--- src/verilog/flash_regs_defines.vh ---
// constants for the flash clock, security and configuration register bank
`ifndef FLASH_REGS_DEFINES_VH
`define FLASH_REGS_DEFINES_VH
`define OFS_CLKDIV 8'h00
`define OFS_SECURITY 8'h01
`define OFS_TEST 8'h02
`define OFS_CONFIG 8'h03
`define OFS_IRQ_STATUS 8'h04
`define OFS_IRQ_MASK 8'h05
`define OFS_LINES 8'h06
`define IDX_SPACE_TOP 8'h0f
`define BIT_LOADED 7
`define BIT_PRESCALE 6
`define BIT_BEIE 7
`define BIT_COMMAND_COMPLETE_IRQ_ENABLE 6
`define BIT_KEY_ACCESS_GATE 5
`define KEY_ENABLED 2'h2
`define SEC_UNSECURED 2'h2
`define PRESCALE_RATIO 4'h8
`define MAX_DIVIDE 10'h200
`define IRQ_BE 0
`define IRQ_CC 1
`define IRQ_KEYWR 2
`define IRQ_DIVWR 3
`endif

--- src/verilog/flash_clock_security_config_regs.v ---
// flash clock divider, security, test and configuration registers on ahb-lite
//
// Chosen here: the AHB-Lite slave port.
`timescale 1ns/100ps
`include "flash_regs_defines.vh"
module flash_clock_security_config_regs #(
    parameter DIV_WIDTH = 6
)
(
    input wire mclk,
    input wire rst,
    input wire hsel,
    input wire [31:0] haddr,
    input wire [1:0] htrans,
    input wire hwrite,
    input wire [2:0] hsize,
    input wire [31:0] hwdata,
    input wire hready,
    output reg [31:0] hrdata,
    output wire hreadyout,
    output wire hresp,
    input wire [7:0] securityByte,
    input wire securityLoad,
    input wire backdoorUnsecure,
    input wire commandBufferEmptyFlag,
    input wire commandCompleteFlag,
    input wire arrayWrite,
    output wire commandSequenceStart,
    output wire backdoorKeyCapture,
    output wire arrayReadInvalid,
    output reg flashTimingTick,
    output wire keyAccessEnabled,
    output wire chipUnsecured,
    output wire flashIrq,
    output wire eventIrq
);
    reg dividerLoaded;
    reg prescaleByEight;
    reg [DIV_WIDTH-1:0] dividerValue;
    reg [7:0] securityState;
    reg bufferEmptyIrqEnable;
    reg commandCompleteIrqEnable;
    reg keyAccessGate;
    reg [3:0] irqStatus;
    reg [3:0] irqMask;
    reg [2:0] prescaleCount;
    reg [DIV_WIDTH-1:0] divideCount;
    reg dataPhase;
    reg dataWrite;
    reg [7:0] dataAddr;
    reg [31:0] next_hrdata;
    wire take;
    wire writeHit;
    wire [7:0] wbyte;
    wire prescaleTick;
    wire [3:0] events;
    assign hreadyout = 1'b1;
    assign hresp = 1'b0;
    assign take = hsel && htrans[1] && hready;
    assign writeHit = dataPhase && dataWrite;
    assign wbyte = hwdata[7:0];
    // address phase latched, write done in data phase
    always @(posedge mclk)
    begin
        if (rst)
        begin
            dataPhase <= 1'b0;
            dataWrite <= 1'b0;
            dataAddr <= 8'h00;
        end
        else
        begin
            dataPhase <= take;
            dataWrite <= take && hwrite;
            dataAddr <= haddr[9:2];
        end
    end
    // divider: one-shot write, bit 7 is the hardware-owned loaded flag
    always @(posedge mclk)
    begin
        if (rst)
        begin
            dividerLoaded <= 1'b0;
            prescaleByEight <= 1'b0;
            dividerValue <= {DIV_WIDTH{1'b0}};
        end
        else if (writeHit && dataAddr == `OFS_CLKDIV && !dividerLoaded)
        begin
            dividerLoaded <= 1'b1;
            prescaleByEight <= wbyte[`BIT_PRESCALE];
            dividerValue <= wbyte[DIV_WIDTH-1:0];
        end
    end
    // security byte is sampled while reset is held; no bus path writes it
    always @(posedge mclk)
    begin
        if (rst && securityLoad)
        begin
            securityState <= securityByte;
        end
        else if (rst)
        begin
            securityState <= securityState;
        end
        else if (backdoorUnsecure)
        begin
            securityState[1:0] <= `SEC_UNSECURED;
        end
    end
    assign keyAccessEnabled = securityState[7:6] == `KEY_ENABLED;
    assign chipUnsecured = securityState[1:0] == `SEC_UNSECURED;
    // configuration: three live bits, the key gate guarded by key enable
    always @(posedge mclk)
    begin
        if (rst)
        begin
            bufferEmptyIrqEnable <= 1'b0;
            commandCompleteIrqEnable <= 1'b0;
            keyAccessGate <= 1'b0;
        end
        else if (writeHit && dataAddr == `OFS_CONFIG)
        begin
            bufferEmptyIrqEnable <= wbyte[`BIT_BEIE];
            commandCompleteIrqEnable <= wbyte[`BIT_COMMAND_COMPLETE_IRQ_ENABLE];
            if (keyAccessEnabled)
            begin
                keyAccessGate <= wbyte[`BIT_KEY_ACCESS_GATE];
            end
        end
    end
    assign commandSequenceStart = arrayWrite && !keyAccessGate;
    assign backdoorKeyCapture = arrayWrite && keyAccessGate;
    assign arrayReadInvalid = keyAccessGate;
    assign flashIrq = (bufferEmptyIrqEnable && commandBufferEmptyFlag)
        || (commandCompleteIrqEnable && commandCompleteFlag);
    // timebase: 8 x 64 caps the ratio at 512; runs only once loaded
    assign prescaleTick = !prescaleByEight || prescaleCount == 3'h7;
    always @(posedge mclk)
    begin
        if (rst || !dividerLoaded)
        begin
            prescaleCount <= 3'h0;
            divideCount <= {DIV_WIDTH{1'b0}};
            flashTimingTick <= 1'b0;
        end
        else
        begin
            prescaleCount <= prescaleByEight ? prescaleCount + 3'h1 : 3'h0;
            flashTimingTick <= 1'b0;
            if (prescaleTick)
            begin
                if (divideCount >= dividerValue)
                begin
                    divideCount <= {DIV_WIDTH{1'b0}};
                    flashTimingTick <= 1'b1;
                end
                else
                begin
                    divideCount <= divideCount + {{(DIV_WIDTH-1){1'b0}}, 1'b1};
                end
            end
        end
    end
    // sticky event bits; a new event beats a same-cycle clear
    assign events = {writeHit && dataAddr == `OFS_CLKDIV && !dividerLoaded,
        backdoorKeyCapture, commandCompleteFlag, commandBufferEmptyFlag};
    always @(posedge mclk)
    begin
        if (rst)
        begin
            irqStatus <= 4'h0;
            irqMask <= 4'h0;
        end
        else
        begin
            if (writeHit && dataAddr == `OFS_IRQ_MASK)
            begin
                irqMask <= wbyte[3:0];
            end
            if (writeHit && dataAddr == `OFS_IRQ_STATUS)
            begin
                irqStatus <= (irqStatus & ~wbyte[3:0]) | events;
            end
            else
            begin
                irqStatus <= irqStatus | events;
            end
        end
    end
    assign eventIrq = |(irqStatus & irqMask);
    // read mux sampled at the address phase; reserved and unmapped read zero
    always @*
    begin
        next_hrdata = 32'h00000000;
        case (haddr[9:2])
            `OFS_CLKDIV: next_hrdata[7:0] = {dividerLoaded, prescaleByEight, dividerValue};
            `OFS_SECURITY: next_hrdata[7:0] = securityState;
            `OFS_TEST: next_hrdata = 32'h00000000;
            `OFS_CONFIG: next_hrdata[7:0] = {bufferEmptyIrqEnable,
                commandCompleteIrqEnable, keyAccessGate, 5'h00};
            `OFS_IRQ_STATUS: next_hrdata[3:0] = irqStatus;
            `OFS_IRQ_MASK: next_hrdata[3:0] = irqMask;
            `OFS_LINES: next_hrdata[1:0] = {chipUnsecured, keyAccessEnabled};
            default: next_hrdata = 32'h00000000;
        endcase
    end
    always @(posedge mclk)
    begin
        if (rst)
        begin
            hrdata <= 32'h00000000;
        end
        else if (take && !hwrite)
        begin
            hrdata <= next_hrdata;
        end
    end
endmodule

--- config.mk ---
export PLATFORM = sky130hd
export DESIGN_NAME = flash_clock_security_config_regs
export DESIGN_NICKNAME = d
export VERILOG_FILES = /design/src/verilog/flash_clock_security_config_regs.v
export VERILOG_INCLUDE_DIRS = /design/src /design/src/verilog
export SDC_FILE = /design/constraint.sdc
export NUM_CORES = 1
export LEC_CHECK = 0
export BUFFER_PORTS_ARGS = -buffer_cell sky130_fd_sc_hd__buf_4
export CORE_ASPECT_RATIO = 1.1
export CORE_MARGIN = 2
export CORE_UTILIZATION = 35
export DETAILED_ROUTE_END_ITERATION = 8
export PLACE_DENSITY = 0.65
export SETUP_SLACK_MARGIN = 0.5
export SLEW_MARGIN = 25
export SYNTH_ARGS = -nofsm -noshare
export SYNTH_HDL_FRONTEND = slang
export SYNTH_SLANG_ARGS = --single-unit
--- constraint.sdc ---
create_clock -name mclk -period 2.25 [get_ports mclk]
set_input_delay 0.3375 -clock mclk [delete_from_list [all_inputs] [get_ports mclk]]
set_output_delay 0.3375 -clock mclk [all_outputs]
set_load 0.01 [all_outputs]
==> results of run 1 <==
==> Yosys cell counts (4+ instances only) <==
library cell  number  area [µm²]
a211oi_1           6        45.0
a21oi_1            7        35.0
and3_1             5        31.3
buf_4             26         195
clkbuf_1           8        30.0
dfxtp_1           47         941
edfxtp_1           8         240
ha_1               9         113
inv_1             13        48.8
mux2i_1           21         210
nand2_1           14        52.6
nand2b_1           6        37.5
nand3_1            6        30.0
nand3b_1           5        37.5
nand4_1            6        37.5
nor2_1            26        97.6
nor2b_1           11        68.8
o21ai_0            6        30.0
xor2_1             4        35.0
==> routing by layer <==
| layer | global-route usage (%) | wire length, µm | part of all wire, % |
|---|---|---|---|
| met5 | 0 | 0 | 0 |
| met3 | 2.60 | 380 | 6.6 |
| met4 | 5.08 | 108 | 1.9 |
| met2 | 24.6 | 2750 | 48 |
| met1 | 19.6 | 2540 | 44 |
==> worst paths after layout <==
path	from	end	slack, ps	cells after the start
worst max-delay path	dataAddr[5]	dividerValue[0]	360	4
worst min-delay path	securityByte[3]	securityState[3]	200	1
worst max register to register	dataAddr[5]	dividerValue[0]	360	4
worst min register to register	prescaleCount[0]	prescaleCount[0]	420	1
==> kinds of logic after synthesis <==
group / synth area share, %
and+or+nand+nor: 19.1
xor gates and xnor gates: 1.65
adders and majority gates: 4.25
other: 0.283
buffers and inverters: 11.1
DFF: 44.5
muxes: 10.0
AOI/OAI and AO/OA: 9.06
==> flip-flops by register name (all words and copies together) (netlist names), 3 cells and up <==
register,flops
hrdata,8
divideCount,6
prescaleCount,3
irqMask,4
dataAddr,8
irqStatus,4
dividerValue,6
securityState,8
==> area by class of cell <==
cell class	instances	area, µm²
timing repair buffer	52	390
clock buffer	6	93.8
inverter	13	48.8
tap	87	109
clock inverter	2	15.0
sequential	55	1180
fill	739	4240
multi-input combinational	194	1310
==> power by group <==
part | leakage (nW) | switching [mW] | internal, mW
registers | 0.458 | 0.0122 | 1.02
clock network | 0.0573 | 0.336 | 0.292
logic | 0.848 | 0.0876 | 0.0742
==> metrics by stage <==
step	hold slack [ps]	setup slack (ps)
2_1_floorplan	396	365
3_3_place_gp	406	260
3_5_place_dp	411	252
4_1_cts	186	350
5_1_grt	181	316
6_report	197	362
==> timing repair <==
item                                    CTS  global route
gates resized for setup                   2             7
pin swaps                                 2             4
gates cloned                              1             0
endpoints found under the setup margin   15            22
hold endpoints to repair                  0             0
==> cells in the final DEF (no fill, tap or decap), drive strengths merged, types with 2 or more instances in the layout <==
cell | Yosys | final
a21oi | 7 | 7
nor3b | 2 | 2
mux4 | 2 | 2
or4b | 1 | 2
nor4 | 2 | 2
buf | 29 | 52
dfxtp | 47 | 47
nor2b | 11 | 11
edfxtp | 8 | 8
inv | 13 | 15
nand2b | 6 | 6
o21ai | 7 | 7
a211oi | 6 | 6
and3 | 5 | 5
and2 | 2 | 2
or4 | 2 | 2
nor3 | 4 | 4
ha | 9 | 9
nand4 | 6 | 6
clkbuf | 8 | 6
nand2 | 14 | 14
nor2 | 26 | 26
mux2i | 21 | 21
nand3b | 5 | 5
nand3 | 6 | 6
a22oi | 2 | 2
a211o | 2 | 2
a311oi | 3 | 3
conb | 2 | 26
xor2 | 4 | 4
==> worst max-delay path: stages (launching register included) <==
cell and delay, ps:
dfxtp_1 310, or4_4 590, or4b_4 620, mux2i_1 190, nor2_1 60
==> impl_metrics.py, run 1 <==
metrics = {
    "outcome": {
        "status": "complete, no violations",
    },
    "detailed_routing": {
        "drt_iter0_markers": 109,
        "vias": 2037,
        "first_pass_iters": 4,
        "antenna_left": 0,
        "wl_per_cell_um": 14.1,
        "via_per_inst": 4.98,
        "finalWirelength_um": 5780,
        "drc": 0,
    },
    "layout": {
        "final_layout_size_suffix_gt1_share_pct": 23.0,
        "syn_to_final_growth_pct": 18.8,
        "final_nets": 417,
        "fin_cells": 409,
        "diodes": 0,
        "final_util_pct": 42.6,
        "finalInstanceArea_um2": 3150,
    },
    "synth": {
        "ys_seq_elements": 55,
        "ys_types": 47,
        "ys_seq_area_share_pct": 44.5,
        "syn_area_per_cell_um2": 9.68,
        "async_reset_ff_share_pct": 0,
        "synth_edf_count": 8,
        "syn_inst": 274,
        "synthFlopType": "dfxtp_1",
        "syn_area_um2": 2650,
        "synth_warnings": 0,
    },
    "timing": {
        "slew_violations": 0,
        "period_share_pct": 83.9,
        "hold_viol": 0,
        "period_minus_slack_ps": 1890,
        "max_freq_mhz": 530,
        "rsz0062_at_grt": "true",
        "finClkSkew_ps": 15.0,
        "timing.setup.tns_ps": 0,
        "relSlewSlack_pct": 64.0,
        "final-setup-viol-count": 0,
        "tightest_slew_ps": 535,
    },
    "placed_design": {
        "dp_hpwl_um": 4400,
        "gp_congestion": 0.784,
        "place_area_um2": 3000,
        "place_inst": 400,
        "io_buffers": 50,
    },
    "floorplanning": {
        "die_area_um2": 8290,
        "initial_utilization_pct": 35.9,
        "core_um2": 7390,
        "dieHeight_um": 95.3,
        "fp.dieW_um": 87.0,
        "rows": 33,
        "io_pins": 129,
    },
    "clock_tree": {
        "insertion_delay_ps": 320,
        "root_buffer": "clkbuf_8",
        "ctsHoldBuffers": 0,
        "cts_setup_buffers": 0,
        "clock-sinks": 55,
        "cts_buffer_depth": 2,
        "cts_max_level": 2,
        "cts_tree": "done",
        "clk_pin_slew_ps": 110,
        "cts_buffers": 5,
    },
    "critical_path": {
        "cp.arrival_ps": 2090,
        "cp_max_fo": 7,
        "cp_data_required_time_ps": 2450,
        "cp-start-kind": "flop",
        "crit_type": "reg2reg",
        "critPathCaptureType": "flop",
    },
    "power_and_ir_drop": {
        "irDropWorstVdd_uv": 265,
        "power.static_leakage_nw": 1.36,
        "finalPower_mw": 1.82,
        "p_per_area_nw_per_um2": 578,
    },
    "global_routing": {
        "grt_max_degree": 27,
        "grt_usage_pct": 14.9,
        "overflow": 0,
        "antenna_found_initial": 0,
        "first_global_vias": 1881,
        "grt_pass1_wl_um": 9480,
    },
    "hold_path": {
        "hold_path_class": "in2reg",
    },
    "job": {
        "maxCapViolCount": 0,
    },
}
Note: power is estimated with default switching activity, not from simulation.
==> run 2: changes to the inputs <==
--- a/config.mk
+++ b/config.mk
@@ -11,7 +11,7 @@
 export CORE_MARGIN = 2
 export CORE_UTILIZATION = 35
 export DETAILED_ROUTE_END_ITERATION = 8
-export PLACE_DENSITY = 0.65
+export PLACE_DENSITY = 0.67
 export SETUP_SLACK_MARGIN = 0.5
 export SLEW_MARGIN = 25
 export SYNTH_ARGS = -nofsm -noshare
==> constraint.sdc (replaced) <==
create_clock -name mclk -period 1.6 [get_ports mclk]
set_input_delay 0.24 -clock mclk [delete_from_list [all_inputs] [get_ports mclk]]
set_output_delay 0.24 -clock mclk [all_outputs]
set_load 0.01 [all_outputs]
==> run 2 against run 1 <==
Count of clock-buffer cells in the layout did not move. Largest power group unchanged. Critical endpoint unchanged. Via count rose by 6.3%. The run now ends with setup timing left. Critical path depth stayed put. Clock power increased by 22%. First-iteration DRC count increased by 24%. Core utilization is 6.0 points higher.
==> impl_metrics.py, run 2 (synthesized netlist as in run 1, its figures left out) <==
metrics = {
    "outcome": {
        "status": "complete, but fails checks",
        "violations": "setup timing",
    },
    "detailed_routing": {
        "drt_iter0_markers": 135,
        "wl_per_cell_um": 15.2,
        "finalWirelength_um": 6580,
        "antenna_left": 0,
        "via_per_inst": 5.00,
        "first_pass_iters": 4,
        "vias": 2165,
        "drc": 0,
    },
    "global_routing": {
        "first_global_vias": 2015,
        "grt_usage_pct": 15.8,
        "grt_max_degree": 19,
        "grt_pass1_wl_um": 10000,
        "antenna_found_initial": 0,
        "overflow": 0,
    },
    "power_and_ir_drop": {
        "p_seq_share_pct": 57.9,
        "power.static_leakage_nw": 1.55,
        "switching_share_pct": 25.1,
        "finalPower_mw": 2.51,
        "p_per_area_nw_per_um2": 698,
        "p_int_mw": 1.88,
        "netSwitchingPower_uw": 629,
        "combPwrFrac_pct": 11.5,
        "irDropWorstVdd_uv": 429,
        "power.share.clock_pct": 30.6,
    },
    "layout": {
        "final_nets": 441,
        "diodes": 0,
        "final_layout_size_suffix_gt1_share_pct": 39.9,
        "final_util_pct": 48.6,
        "syn_to_final_growth_pct": 35.5,
        "top_regs": "dataAddr (8), hrdata (8), securityState (8)",
        "final_common_cell": "buf_4",
        "final_cell_mix": "buf_4 (59), dfxtp_1 (35), conb_1 (26)",
    },
    "timing": {
        "period_share_pct": 113,
        "hold_viol": 0,
        "final-setup-viol-count": 19,
        "finClkSkew_ps": 16.2,
        "max_freq_mhz": 553,
        "fin_ws_ps": -209,
        "rsz0062_at_grt": "true",
        "period_minus_slack_ps": 1810,
        "slew_violations": 0,
    },
    "clock_tree": {
        "cts_buffers": 5,
        "insertion_delay_ps": 320,
        "cts_tree": "done",
        "clk_pin_slew_ps": 110,
        "cts_max_level": 2,
        "ctsHoldBuffers": 0,
        "clock-sinks": 55,
        "cts_buffer_depth": 2,
        "root_buffer": "clkbuf_8",
    },
    "critical_path": {
        "critPathCaptureType": "flop",
        "cp_data_required_time_ps": 1810,
        "crit_type": "reg2reg",
        "cp.arrival_ps": 2020,
        "rr_startpoint": "dataAddr[5]",
        "reg2reg_depth": 4,
        "worstReg2RegEnd": "dividerValue[0]",
        "cp-start-kind": "flop",
        "cp_max_fo": 5,
        "r2r_slack_ps": -210,
    },
    "floorplanning": {
        "fp.dieW_um": 87.0,
        "core_um2": 7390,
        "rows": 33,
        "io_pins": 129,
        "initial_utilization_pct": 35.9,
        "die_area_um2": 8290,
        "dieHeight_um": 95.3,
    },
    "placed_design": {
        "io_buffers": 50,
        "gp_congestion": 0.941,
        "dp_hpwl_um": 4610,
    },
    "job": {
        "maxCapViolCount": 0,
    },
    "hold_path": {
        "whs_path_depth": 1,
        "hold_path_class": "in2reg",
        "worstHoldEndpoint": "securityState[3]",
        "hold_start": "securityByte[3]",
    },
}
run 2: changes by cell type in the layout (fill, tap and decap cells not counted), moves of 4 or more:
cell / previous run / this run
buf_6: 0 / 17
dfxtp_1: 46 / 35
dfxtp_2: 1 / 11
buf_4: 52 / 59
o21ai_0: 6 / 2
run 2: worst max-delay path by stage:
| stage | slack, ps | start | endpoint | cells past startpoint |
|---|---|---|---|---|
| detailed placement | -240 | dataAddr[5] | prescaleByEight | 4 |
| CTS | -190 | dataAddr[5] | prescaleByEight | 4 |
| finish | -210 | dataAddr[5] | dividerValue[0] | 4 |
| global placement | -210 | dataAddr[5] | dividerValue[3] | 4 |
| global route | -250 | dataAddr[5] | dividerValue[2] | 4 |
| floorplan | -280 | dataAddr[5] | dividerValue[0] | 6 |
run 2: final cells by class:
class / count / area [µm²]
clock buffers: 6 / 72.6
clock inverters: 2 / 13.8
fillers: 673 / 3800
inverters: 13 / 51.3
multi-input cells: 194 / 1520
flip-flops and latches: 55 / 1200
well taps: 87 / 109
repair buffers: 76 / 634
run 2: repair_timing:
item,4_1_cts,5_1_grt
gates cloned,1,0
setup buffers,10,5
pin swaps,18,15
resized for setup,60,16
endpoints found under the setup margin,39,41
run 2: metrics by stage:
stage | setup slack [ps] | cells | hold WS [ps] | setup TNS [ps] | instance area, µm²
2_1_floorplan | -285 | 298 | 339 | -2590 | 2800
3_3_place_gp | -215 | 409 | 405 | -2190 | 3090
3_5_place_dp | -243 | 409 | 411 | -2650 | 3090
4_1_cts | -192 | 428 | 85.4 | -2260 | 3490
5_1_grt | -251 | 433 | 85.3 | -3480 | 3590
6_report | -209 | 433 | 91.0 | -2460 | 3590
run 2: critical path, stage by stage, from the launching register on:
cell and delay [ps]:
dfxtp_1 320, or4_4 550, or4b_4 580, mux2i_1 200, nor2_1 60
run 2: metal layers:
metal	vias up	share of wire, %	global-route usage, %
met5	-	0	0
li1	1052	-	-
met1	1026	43	20.6
met3	9	4.2	2.25
met4	0	1.5	5.21
met2	78	51	26.8
run 2: power by group through the flow:
stage	Clock [mW]	Combinational (mW)	Sequential (mW)
after floorplan	0	0.176	1.48
after global placement	0	0.240	1.48
after detailed placement	0	0.243	1.48
after CTS	0.789	0.277	1.45
after global routing	0.842	0.313	1.46
final	0.768	0.290	1.45
